<file path="src/shared/pes_pkg.sv">
package pes_pkg;
    // Commit classification
    localparam int COMMIT_W = 3;
    localparam logic [2:0] COMMIT_MAX = 3'h4;
    localparam logic [2:0] GPR_WRITE_PORTS = 3'h2;
    // L2 geometry
    localparam int L2_BANKS = 4;
    localparam int BANK_W = 2;
    localparam logic [3:0] BLOCK_REFS = 4'h8;
    localparam int REF_W = 4;
    // Outstanding-miss tracking
    localparam int OUT_W = 5;
    localparam int MSHR_ENTRIES = 16;
    // Software prefetch outcome codes
    typedef enum logic [1:0] {
        PES_SWPF_L2   = 2'b00,
        PES_SWPF_DROP = 2'b01,
        PES_SWPF_HIT  = 2'b10
    } pes_swpf_t;
endpackage

</file>
<file path="src/shared/pes_miss_if.sv">
`timescale 1ns/1ps
// Carries one cache's miss start/finish strobes to a tracker
interface pes_miss_if;
    logic start;
    logic done;
    logic busy;
    logic [pes_pkg::OUT_W-1:0] outstanding;
    modport src (output start, output done, input busy, input outstanding);
    modport trk (input start, input done, output busy, output outstanding);
endinterface

</file>
<file path="src/design/pes_miss_tracker.sv">
`timescale 1ns/1ps
// Outstanding-miss tracker: count of misses in flight and busy level
module pes_miss_tracker (
    // Clock and reset
    input wire logic clk,
    input wire logic srst,
    // Miss strobes and results
    pes_miss_if.trk m
);
    logic [pes_pkg::OUT_W-1:0] cnt_r;
    logic [pes_pkg::OUT_W-1:0] cnt_nxt;
    wire logic inc = m.start & ~m.done;
    wire logic dec = m.done & ~m.start & (cnt_r != '0);

    // Saturate at zero so a stray done cannot wrap the count
    assign cnt_nxt = inc ? cnt_r + pes_pkg::OUT_W'(1) :
                     dec ? cnt_r - pes_pkg::OUT_W'(1) : cnt_r;
    assign m.outstanding = cnt_r;
    assign m.busy = (cnt_r != '0);

    always_ff @(posedge clk) begin
        if (srst) begin
            cnt_r <= '0;
        end else begin
            cnt_r <= cnt_nxt;
        end
    end
endmodule

</file>
<file path="src/design/pes_event_sources.sv">
`timescale 1ns/1ps
// Function
// Separate flags for cycles committing exactly one, two or three instructions.
// Flag short commit cycles caused by the two-update integer write limit.
// Flag every cycle halted by wait-halt or low-power-halt.
// Flag only low-power-halt cycles separately.
// Flag cycles whose sole commit is an unpacked prefix; also zero-commit.
// One event per instruction and per data micro-TLB miss.
// One event per L1 instruction and per L1 data miss.
// Per L1, latency flag while any miss outstanding, overlap counted once.
// Event per main TLB lookup caused by a micro-TLB miss, per side.
// Each software prefetch classified as forwarded, dropped or L1 hit.
// Per L1, thrashing event on second L2 read within one store port.
// Core-caused L2 events to own core only; external ones to all.
// L2 request demand if L1 resources held, else or hardware prefetch.
// L2 references split demand/prefetch, block op adds eight, external not demand.
// Per-bank L2 miss events split; totals equal sum of banks.
// Demand hitting outstanding prefetch miss: no demand miss, latency from arrival.
// Per bank, latency sums every outstanding miss, demand and prefetch.
// Writeback events split by demand or prefetch causing miss.
// Separate lost-prefetch events for port full and pipe abort.
// CPU and I/O reads/writes separate; I/O write full-line only, partial apart.
// External invalidate and cache-read counts chip-wide, same for all cores.
// Copy-and-invalidate and copyback selectors kept but never generated.
// Flag zero-commit cycles, including prefix-only commit cycles.
// Each event is an increment valid for exactly one clock.
// Latency events: one per cycle, or outstanding count where summed.
module pes_event_sources #(
    parameter int NUM_CORES = 2,
    parameter int CORE_ID = 0
) (
    // Clock and reset
    input wire logic clk,
    input wire logic srst,
    // Commit stage
    input wire logic [2:0] commit_count,
    input wire logic commit_sole_prefix,
    input wire logic commit_gpr_limited,
    input wire logic halt_wait,
    input wire logic halt_low_power,
    // MMU
    input wire logic inst_micro_tlb_miss_in,
    input wire logic data_micro_tlb_miss_in,
    input wire logic inst_main_tlb_read,
    input wire logic data_main_tlb_read,
    // L1 caches
    input wire logic inst_l1_miss_start,
    input wire logic inst_l1_miss_done,
    input wire logic data_l1_miss_start,
    input wire logic data_l1_miss_done,
    input wire logic inst_l1_l2_read,
    input wire logic inst_l1_port_release,
    input wire logic data_l1_l2_read,
    input wire logic data_l1_port_release,
    // Software prefetch at load/store unit
    input wire logic swpf_valid,
    input wire logic [1:0] swpf_outcome,
    // Level-2 cache unit request
    input wire logic l2_req_valid,
    input wire logic [NUM_CORES-1:0] l2_req_core,
    input wire logic l2_req_external,
    input wire logic l2_req_l1_res,
    input wire logic l2_req_hw_pf,
    input wire logic l2_req_block,
    input wire logic l2_req_miss,
    input wire logic l2_req_hit_pf_miss,
    input wire logic [1:0] l2_req_bank,
    input wire logic l2_req_wb,
    input wire logic [pes_pkg::L2_BANKS-1:0] l2_dm_done,
    input wire logic [pes_pkg::L2_BANKS-1:0] l2_pf_done,
    input wire logic [pes_pkg::L2_BANKS-1:0] l2_pf_upgrade,
    input wire logic pf_lost_full,
    input wire logic pf_lost_abort,
    // Memory bus
    input wire logic bus_cpu_read,
    input wire logic bus_cpu_write,
    input wire logic bus_io_read,
    input wire logic bus_io_write_full,
    input wire logic bus_io_write_part,
    input wire logic snoop_invalidate,
    input wire logic snoop_read,
    // Core events
    output logic commit_zero_cycles,
    output logic commit_one_cycles,
    output logic commit_two_cycles,
    output logic commit_three_cycles,
    output logic write_port_commit_stall,
    output logic halt_any_cycles,
    output logic halt_low_power_cycles,
    output logic sole_prefix_cycles,
    // MMU and L1 events
    output logic inst_micro_tlb_miss,
    output logic data_micro_tlb_miss,
    output logic inst_main_tlb_lookup,
    output logic data_main_tlb_lookup,
    output logic inst_l1_miss,
    output logic data_l1_miss,
    output logic inst_l1_miss_busy_cycles,
    output logic data_l1_miss_busy_cycles,
    output logic swpf_to_l2,
    output logic swpf_dropped,
    output logic swpf_l1_hit,
    output logic inst_l1_refill_evicted,
    output logic data_l1_refill_evicted,
    // L2 events
    output logic [pes_pkg::REF_W-1:0] l2_demand_refs,
    output logic [pes_pkg::REF_W-1:0] l2_prefetch_refs,
    output logic l2_demand_misses,
    output logic l2_prefetch_misses,
    output logic [pes_pkg::L2_BANKS-1:0] l2_demand_misses_per_bank,
    output logic [pes_pkg::L2_BANKS-1:0] l2_prefetch_misses_per_bank,
    output logic [pes_pkg::L2_BANKS*pes_pkg::OUT_W-1:0] l2_demand_latency_per_bank,
    output logic [pes_pkg::L2_BANKS*pes_pkg::OUT_W-1:0] l2_prefetch_latency_per_bank,
    output logic l2_demand_writebacks,
    output logic l2_prefetch_writebacks,
    output logic prefetch_drop_port_full,
    output logic prefetch_drop_pipe_abort,
    // Bus events
    output logic cpu_mem_reads,
    output logic cpu_mem_writes,
    output logic io_mem_reads,
    output logic full_line_store_request,
    output logic partial_store_request,
    output logic ext_invalidate_requests,
    output logic ext_read_requests,
    output logic ext_copy_inval_requests,
    output logic ext_copyback_requests
);
    localparam int BK = pes_pkg::L2_BANKS;
    localparam int OW = pes_pkg::OUT_W;

    // ==========================================================
    // Commit classification
    wire logic cnt_zero = (commit_count == 3'h0) | commit_sole_prefix;
    wire logic cnt_one = (commit_count == 3'h1) & ~commit_sole_prefix;
    wire logic cnt_two = (commit_count == 3'h2);
    wire logic cnt_three = (commit_count == 3'h3);
    // Only a short commit can be blamed on the write ports
    wire logic gpr_stall = commit_gpr_limited & (commit_count < pes_pkg::COMMIT_MAX)
        & (commit_count >= pes_pkg::GPR_WRITE_PORTS);
    wire logic halted = halt_wait | halt_low_power;

    // ==========================================================
    // L1 miss trackers
    pes_miss_if imiss ();
    pes_miss_if dmiss ();
    assign imiss.start = inst_l1_miss_start;
    assign imiss.done = inst_l1_miss_done;
    assign dmiss.start = data_l1_miss_start;
    assign dmiss.done = data_l1_miss_done;
    pes_miss_tracker u_itrk (.clk(clk), .srst(srst), .m(imiss));
    pes_miss_tracker u_dtrk (.clk(clk), .srst(srst), .m(dmiss));

    // Thrashing: a second L2 read while the store port is held
    logic i_port_read_r;
    logic d_port_read_r;
    wire logic i_thrash = inst_l1_l2_read & i_port_read_r;
    wire logic d_thrash = data_l1_l2_read & d_port_read_r;

    // ==========================================================
    // Software prefetch
    wire logic swpf_l2 = swpf_valid & (swpf_outcome == pes_pkg::PES_SWPF_L2);
    wire logic swpf_drop = swpf_valid & (swpf_outcome == pes_pkg::PES_SWPF_DROP);
    // Reserved outcome code counted as hit so every prefetch lands once
    wire logic swpf_hit_w = swpf_valid & ~swpf_l2 & ~swpf_drop;

    // ==========================================================
    // L2 attribution and classification
    wire logic l2_mine = l2_req_valid & (l2_req_external | l2_req_core[CORE_ID]);
    wire logic l2_is_pf = l2_req_hw_pf | ~l2_req_l1_res;
    wire logic l2_dm = l2_mine & ~l2_is_pf & ~l2_req_external;
    wire logic l2_pf = l2_mine & l2_is_pf;
    wire logic [pes_pkg::REF_W-1:0] l2_refs =
        l2_req_block ? pes_pkg::BLOCK_REFS : pes_pkg::REF_W'(1);
    // Demand joining an in-flight prefetch miss is no new demand miss
    wire logic dm_miss = l2_dm & l2_req_miss & ~l2_req_hit_pf_miss;
    wire logic pf_miss = l2_pf & l2_req_miss;
    wire logic [BK-1:0] bank_sel = BK'(1) << l2_req_bank;
    wire logic [BK-1:0] dm_bank = {BK{dm_miss}} & bank_sel;
    wire logic [BK-1:0] pf_bank = {BK{pf_miss}} & bank_sel;
    // Demand that hits an in-flight prefetch starts demand latency now
    wire logic [BK-1:0] dm_join = {BK{l2_dm & l2_req_hit_pf_miss}} & bank_sel;

    // Per-bank latency trackers
    logic [BK*OW-1:0] dm_out;
    logic [BK*OW-1:0] pf_out;
    genvar gb;
    generate
        for (gb = 0; gb < BK; gb++) begin : g_bank
            pes_miss_if dmq ();
            pes_miss_if pfq ();
            assign dmq.start = dm_bank[gb] | dm_join[gb];
            assign dmq.done = l2_dm_done[gb];
            assign pfq.start = pf_bank[gb];
            assign pfq.done = l2_pf_done[gb] | l2_pf_upgrade[gb];
            pes_miss_tracker u_dm (.clk(clk), .srst(srst), .m(dmq));
            pes_miss_tracker u_pf (.clk(clk), .srst(srst), .m(pfq));
            assign dm_out[gb*OW +: OW] = dmq.outstanding;
            assign pf_out[gb*OW +: OW] = pfq.outstanding;
        end
    endgenerate

    // ==========================================================
    // Registered outputs: every event valid for exactly one cycle
    always_ff @(posedge clk) begin
        if (srst) begin
            commit_zero_cycles <= 1'b0;
            commit_one_cycles <= 1'b0;
            commit_two_cycles <= 1'b0;
            commit_three_cycles <= 1'b0;
            write_port_commit_stall <= 1'b0;
            halt_any_cycles <= 1'b0;
            halt_low_power_cycles <= 1'b0;
            sole_prefix_cycles <= 1'b0;
            inst_micro_tlb_miss <= 1'b0;
            data_micro_tlb_miss <= 1'b0;
            inst_main_tlb_lookup <= 1'b0;
            data_main_tlb_lookup <= 1'b0;
            inst_l1_miss <= 1'b0;
            data_l1_miss <= 1'b0;
            inst_l1_miss_busy_cycles <= 1'b0;
            data_l1_miss_busy_cycles <= 1'b0;
            swpf_to_l2 <= 1'b0;
            swpf_dropped <= 1'b0;
            swpf_l1_hit <= 1'b0;
            inst_l1_refill_evicted <= 1'b0;
            data_l1_refill_evicted <= 1'b0;
            i_port_read_r <= 1'b0;
            d_port_read_r <= 1'b0;
        end else begin
            commit_zero_cycles <= cnt_zero;
            commit_one_cycles <= cnt_one;
            commit_two_cycles <= cnt_two;
            commit_three_cycles <= cnt_three;
            write_port_commit_stall <= gpr_stall;
            halt_any_cycles <= halted;
            halt_low_power_cycles <= halt_low_power;
            sole_prefix_cycles <= commit_sole_prefix;
            inst_micro_tlb_miss <= inst_micro_tlb_miss_in;
            data_micro_tlb_miss <= data_micro_tlb_miss_in;
            inst_main_tlb_lookup <= inst_main_tlb_read & inst_micro_tlb_miss_in;
            data_main_tlb_lookup <= data_main_tlb_read & data_micro_tlb_miss_in;
            inst_l1_miss <= inst_l1_miss_start;
            data_l1_miss <= data_l1_miss_start;
            inst_l1_miss_busy_cycles <= imiss.busy;
            data_l1_miss_busy_cycles <= dmiss.busy;
            swpf_to_l2 <= swpf_l2;
            swpf_dropped <= swpf_drop;
            swpf_l1_hit <= swpf_hit_w;
            inst_l1_refill_evicted <= i_thrash;
            data_l1_refill_evicted <= d_thrash;
            // Release ends the port window and wins; the next read opens a new one
            i_port_read_r <= inst_l1_port_release ? 1'b0 : (i_port_read_r | inst_l1_l2_read);
            d_port_read_r <= data_l1_port_release ? 1'b0 : (d_port_read_r | data_l1_l2_read);
        end
    end

    always_ff @(posedge clk) begin
        if (srst) begin
            l2_demand_refs <= '0;
            l2_prefetch_refs <= '0;
            l2_demand_misses <= 1'b0;
            l2_prefetch_misses <= 1'b0;
            l2_demand_misses_per_bank <= '0;
            l2_prefetch_misses_per_bank <= '0;
            l2_demand_latency_per_bank <= '0;
            l2_prefetch_latency_per_bank <= '0;
            l2_demand_writebacks <= 1'b0;
            l2_prefetch_writebacks <= 1'b0;
            prefetch_drop_port_full <= 1'b0;
            prefetch_drop_pipe_abort <= 1'b0;
        end else begin
            l2_demand_refs <= l2_dm ? l2_refs : '0;
            l2_prefetch_refs <= l2_pf ? l2_refs : '0;
            l2_demand_misses <= |dm_bank;
            l2_prefetch_misses <= |pf_bank;
            l2_demand_misses_per_bank <= dm_bank;
            l2_prefetch_misses_per_bank <= pf_bank;
            l2_demand_latency_per_bank <= dm_out;
            l2_prefetch_latency_per_bank <= pf_out;
            l2_demand_writebacks <= dm_miss & l2_req_wb;
            l2_prefetch_writebacks <= pf_miss & l2_req_wb;
            prefetch_drop_port_full <= pf_lost_full;
            prefetch_drop_pipe_abort <= pf_lost_abort;
        end
    end

    always_ff @(posedge clk) begin
        if (srst) begin
            cpu_mem_reads <= 1'b0;
            cpu_mem_writes <= 1'b0;
            io_mem_reads <= 1'b0;
            full_line_store_request <= 1'b0;
            partial_store_request <= 1'b0;
            ext_invalidate_requests <= 1'b0;
            ext_read_requests <= 1'b0;
            ext_copy_inval_requests <= 1'b0;
            ext_copyback_requests <= 1'b0;
        end else begin
            cpu_mem_reads <= bus_cpu_read;
            cpu_mem_writes <= bus_cpu_write;
            io_mem_reads <= bus_io_read;
            full_line_store_request <= bus_io_write_full;
            partial_store_request <= bus_io_write_part;
            // Chip-wide snoops reach every core unfiltered
            ext_invalidate_requests <= snoop_invalidate;
            ext_read_requests <= snoop_read;
            // Selectors kept for compatibility, never fire
            ext_copy_inval_requests <= 1'b0;
            ext_copyback_requests <= 1'b0;
        end
    end

    // ==========================================================
    // Assertions
    property p_commit_onehot;
        @(posedge clk) disable iff (srst)
        !$past(srst) |-> $onehot0({commit_zero_cycles, commit_one_cycles,
            commit_two_cycles, commit_three_cycles});
    endproperty
    a_commit_onehot: assert property (p_commit_onehot) else $error("commit flags clash");

    property p_prefix_zero;
        @(posedge clk) disable iff (srst)
        sole_prefix_cycles |-> commit_zero_cycles;
    endproperty
    a_prefix_zero: assert property (p_prefix_zero) else $error("prefix cycle not zero");

    property p_low_power;
        @(posedge clk) disable iff (srst)
        halt_low_power_cycles |-> halt_any_cycles;
    endproperty
    a_low_power: assert property (p_low_power) else $error("low-power halt not halted");

    property p_swpf_one;
        @(posedge clk) disable iff (srst)
        swpf_valid |=> $onehot({swpf_to_l2, swpf_dropped, swpf_l1_hit});
    endproperty
    a_swpf_one: assert property (p_swpf_one) else $error("prefetch outcome not unique");

    property p_dm_sum;
        @(posedge clk) disable iff (srst)
        l2_demand_misses == (|l2_demand_misses_per_bank);
    endproperty
    a_dm_sum: assert property (p_dm_sum) else $error("demand miss total mismatch");

    property p_block_refs;
        @(posedge clk) disable iff (srst)
        (l2_dm && l2_req_block) |=> (l2_demand_refs == pes_pkg::BLOCK_REFS);
    endproperty
    a_block_refs: assert property (p_block_refs) else $error("block ref not eight");

    property p_join_no_miss;
        @(posedge clk) disable iff (srst)
        (l2_req_valid && l2_req_hit_pf_miss) |=> !l2_demand_misses;
    endproperty
    a_join_no_miss: assert property (p_join_no_miss) else $error("joined demand missed");

    property p_l1_busy;
        @(posedge clk) disable iff (srst)
        (inst_l1_miss_start && !inst_l1_miss_done) |=> ##1 inst_l1_miss_busy_cycles;
    endproperty
    a_l1_busy: assert property (p_l1_busy) else $error("L1 miss latency not flagged");

    property p_no_compat;
        @(posedge clk) disable iff (srst)
        !ext_copy_inval_requests && !ext_copyback_requests;
    endproperty
    a_no_compat: assert property (p_no_compat) else $error("compat event fired");
endmodule

</file>
<file path="config.mk">
export PLATFORM = sky130hd
export DESIGN_NAME = pes_event_sources
export DESIGN_NICKNAME = d
export VERILOG_FILES = /design/src/shared/pes_pkg.sv /design/src/shared/pes_miss_if.sv /design/src/design/pes_miss_tracker.sv /design/src/design/pes_event_sources.sv
export SDC_FILE = /design/constraint.sdc
export NUM_CORES = 1
export LEC_CHECK = 0
export ABC_AREA = 1
export BUFFER_PORTS_ARGS = -buffer_cell sky130_fd_sc_hd__buf_4
export CAP_MARGIN = 20
export CORE_MARGIN = 4
export CORE_UTILIZATION = 35
export DETAILED_ROUTE_END_ITERATION = 8
export HOLD_SLACK_MARGIN = 0.15
export PLACE_DENSITY_LB_ADDON = 0.12
export SYNTH_ARGS = -nofsm -noshare
export SYNTH_HDL_FRONTEND = slang
export SYNTH_SLANG_ARGS = --single-unit
</file>
<file path="constraint.sdc">
create_clock -name clk -period 3.7 [get_ports clk]
set_input_delay 0 -clock clk [delete_from_list [all_inputs] [get_ports clk]]
set_output_delay 0 -clock clk [all_outputs]
set_load 0.01 [all_outputs]
</file>
==> results.md <==
* Status: complete, no violations
* Mux share of post-synthesis cell area at 0%
* Yosys warning count at 0
* CP Launch Type: primary input
* Post-synth top area share at 46.3%
* Headroom to the max-slew limit at 40.0%
* Commonest non-fill, non-tap cells in the layout: 142 x buf_4, 138 x dfxtp_1, 117 x nor2_1, 114 x inv_1, 95 x nand2_1
* Initial DRC count at 219
* 1st-pass router iterations at 5
* Final min period at 2.38 ns
* Crit path capture type: register
* Total global-route track usage at 15.2%
* Avg Vias per Cell at 4.39
* Yosys reg bits at 138
* Peak supply drop at 0.335 mV
* Root Buffer: clkbuf_16
* Xor/xnor cell area share of the yosys netlist at 2.94%
* RSZ-0062 raised after global routing: false
* Die height at 139 um
* Actual slew at the worst max-slew pin at 0.900 ns
* Nets at 1,055
* Clock Latency Late Sink at 0.41 ns
* Clk_skew at 0.00465 ns
* Clock Path Buffers at 2
* CP Data Arrival Time at 2.69 ns
* Final period utilization at 64.3%
* DRC Markers at 0
* Worst path max stage delay at 0.54 ns
* Post-synthesis simple-gate area fraction at 22.1%
* Sequential element share of the synthesized area at 46.3%
* CP required at 4.01 ns
* Post-layout power at 5.98 mW
* Drt wl/cell at 12.0 um
* Post-DP HPWL at 9800 um
* MaxCap Viol Count at 0
* Initial cell density of the core at 35.8%
* Fin. Hold Viols at 0
* Post-Synthesis Cells at 751
* Setup Viol. Count Final at 0
* Final antenna-violating net count at 0
* Setup TNS at 0 ns
* Port bufs at 141
* CP Class: in -> reg
* PwrDens at 703 mW/mm2
* Top cells by area, synth: dfxtp_1 46%, nor2_1 7.4%, inv_1 7.2%, ha_1 6.3%, nand2_1 6.0%
* Clock-pin slew on the worst setup and hold paths at 0.06 ns
* Share of cells above drive strength 1 at 20.9%
* Critical path cell sequence: dlygate4sd3_1 -> buf_4 -> inv_1 -> nor2_4 -> nand2_2 -> nor2_4 -> nand3_1 -> ha_1 -> a21o_1 -> a21oi_1 -> inv_1 -> o21ai_0 -> nand3_1 -> nand2_1 -> nor2_1
* GPL Wtd Cong at 0.811
* Die area at 0.0192 mm2
* Yosys top cell by area: dfxtp_1
* FP Rows at 47
* Crit-path max FO at 7
* Yosys cell types at 29
* Design area at 0.00851 mm2
* Syn avg cell area at 7.94 um2
* Largest family of logic cells by synthesized area: simple AND/OR/NAND/NOR gates
* Max-slew violation count at 0
* Synth Area in Adders at 9.65%
* Die span in x at 139 um
* CTS tree: done
* Fillers at 1,581
* Io pins at 149
* Grt ovf at 0
* Vias in the first global route at 5,082
* ANT cells at 0
* Post-Route WL at 14,300 um
* Complex-gate fraction of the synthesized area at 9.54%
* Via count at 5,228
* H-tree Lvls at 4
* Post-DP Area at 0.00723 mm2
* CP max stage cell: dlygate4sd3_1
* Most common library cell in the layout ignoring fill and taps: buf_4
* Area Overhead vs Synth at 42.7%
* First-pass GRT wire length at 24,300 um
* Largest net degree at the start of global routing at 75
* Clk sinks at 138
* Hold Crit Class: in -> reg
* Mapped cell area at 0.00597 mm2
* Total core area at 0.0166 mm2
* Antenna violations before repair at 0
* Lkg Pwr at 4.20 nW
* Max Freq at 420 MHz
* CTS Buf Count at 17
-- through the flow --
step / hold slack [ns] / std cells / setup slack, ns / util (%)
final: 0.161 / 1191 / 1.32 / 51.1
after global routing: 0.204 / 1191 / 0.997 / 51.1
after CTS: 0.154 / 1191 / 1.35 / 51.1
after detailed placement: 0.171 / 1099 / 1.43 / 43.5
after global placement: 0.166 / 1099 / 1.43 / 43.5
after floorplan: 0.0724 / 756 / 1.90 / -
-- area by class of cell --
cell class	count	area [um2]	share of cell area [%]
clock inverter	10	185	2.18
sequential	138	2760	32.5
multi-input combinational	474	2660	31.2
tap	220	275	3.23
timing repair buffer	202	1670	19.6
inverter	125	469	5.51
clock buffer	22	494	5.81
-- worst max-delay path, delay by kind of cell --
kind / cells / cell delay, ns
adder cells (fa/ha/maj): 1 / 0.40
AO/OA/AOI/OAI: 3 / 0.56
AND/OR/NAND/NOR: 7 / 0.97
buffers and inverters: 4 / 0.75
-- logic make-up after synthesis --
group                      Yosys count
xor gates and xnor gates            20
and+or+nand+nor                    297
buffers and inverters              144
DFF                                138
other                                1
adders and majority gates           40
AOI/OAI and AO/OA                  111
-- what timing repair did --
| action | 4_1_cts | 5_1_grt |
|---|---|---|
| gates resized for setup | 0 | 0 |
| setup buffers | 0 | 0 |
| hold buffers | 60 | 0 |
| endpoints found under the hold margin | 71 | 0 |
-- report_power, final --
group / internal [mW] / total, mW / switching [mW]
combinational: 0.901 / 2.01 / 1.11
clock: 1.29 / 1.92 / 0.634
sequential: 1.82 / 2.05 / 0.228
total: 4.01 / 5.98 / 1.97
-- worst paths after layout --
kind	cells past startpoint	slack (ns)	end	start
worst max-delay path	15	1.32	g_bank[1].u_pf.m.outstanding[4]	l2_req_valid
worst min-delay path	4	0.16	l2_prefetch_misses_per_bank[0]	l2_req_l1_res
worst max register to register	7	2.06	g_bank[2].u_pf.m.outstanding[4]	g_bank[2].u_pf.m.outstanding[0]
worst min register to register	2	0.43	data_l1_refill_evicted	d_port_read_r
-- synthesized netlist by cell type, drive strengths merged --
| library cell | instances |
|---|---|
| a21o | 4 |
| nand4 | 15 |
| xor2 | 8 |
| clkbuf | 13 |
| nand3b | 1 |
| nor3 | 10 |
| o22ai | 1 |
| o21ai | 47 |
| nor2 | 123 |
| buf | 6 |
| nor4 | 2 |
| xnor2 | 12 |
| a21oi | 58 |
| nand3 | 44 |
| conb | 1 |
| a211oi | 1 |
| inv | 125 |
| fa | 10 |
| ha | 30 |
| or2 | 3 |
| dfxtp | 138 |
| nand2 | 99 |
-- sequential cells by signal, indices dropped and copies added, names as in the netlist, 2 cells and up --
register	count
u_itrk.m.outstanding	5
l2_prefetch_refs	2
g_bank.u_pf.m.outstanding	20
g_bank.u_dm.m.outstanding	20
l2_prefetch_misses_per_bank	4
l2_prefetch_latency_per_bank	20
u_dtrk.m.outstanding	5
l2_demand_misses_per_bank	4
l2_demand_latency_per_bank	20
l2_demand_refs	2
-- per-layer routing --
layer / track usage [%] / up-vias / part of all wire, %
li1: - / 2779 / -
met1: 19.5 / 2323 / 47
met2: 24.7 / 105 / 47
met3: 3.55 / 21 / 4.3
met4: 6.24 / 0 / 2.0
met5: 0 / - / 0
No activity file was read; power rests on OpenSTA's default activity.
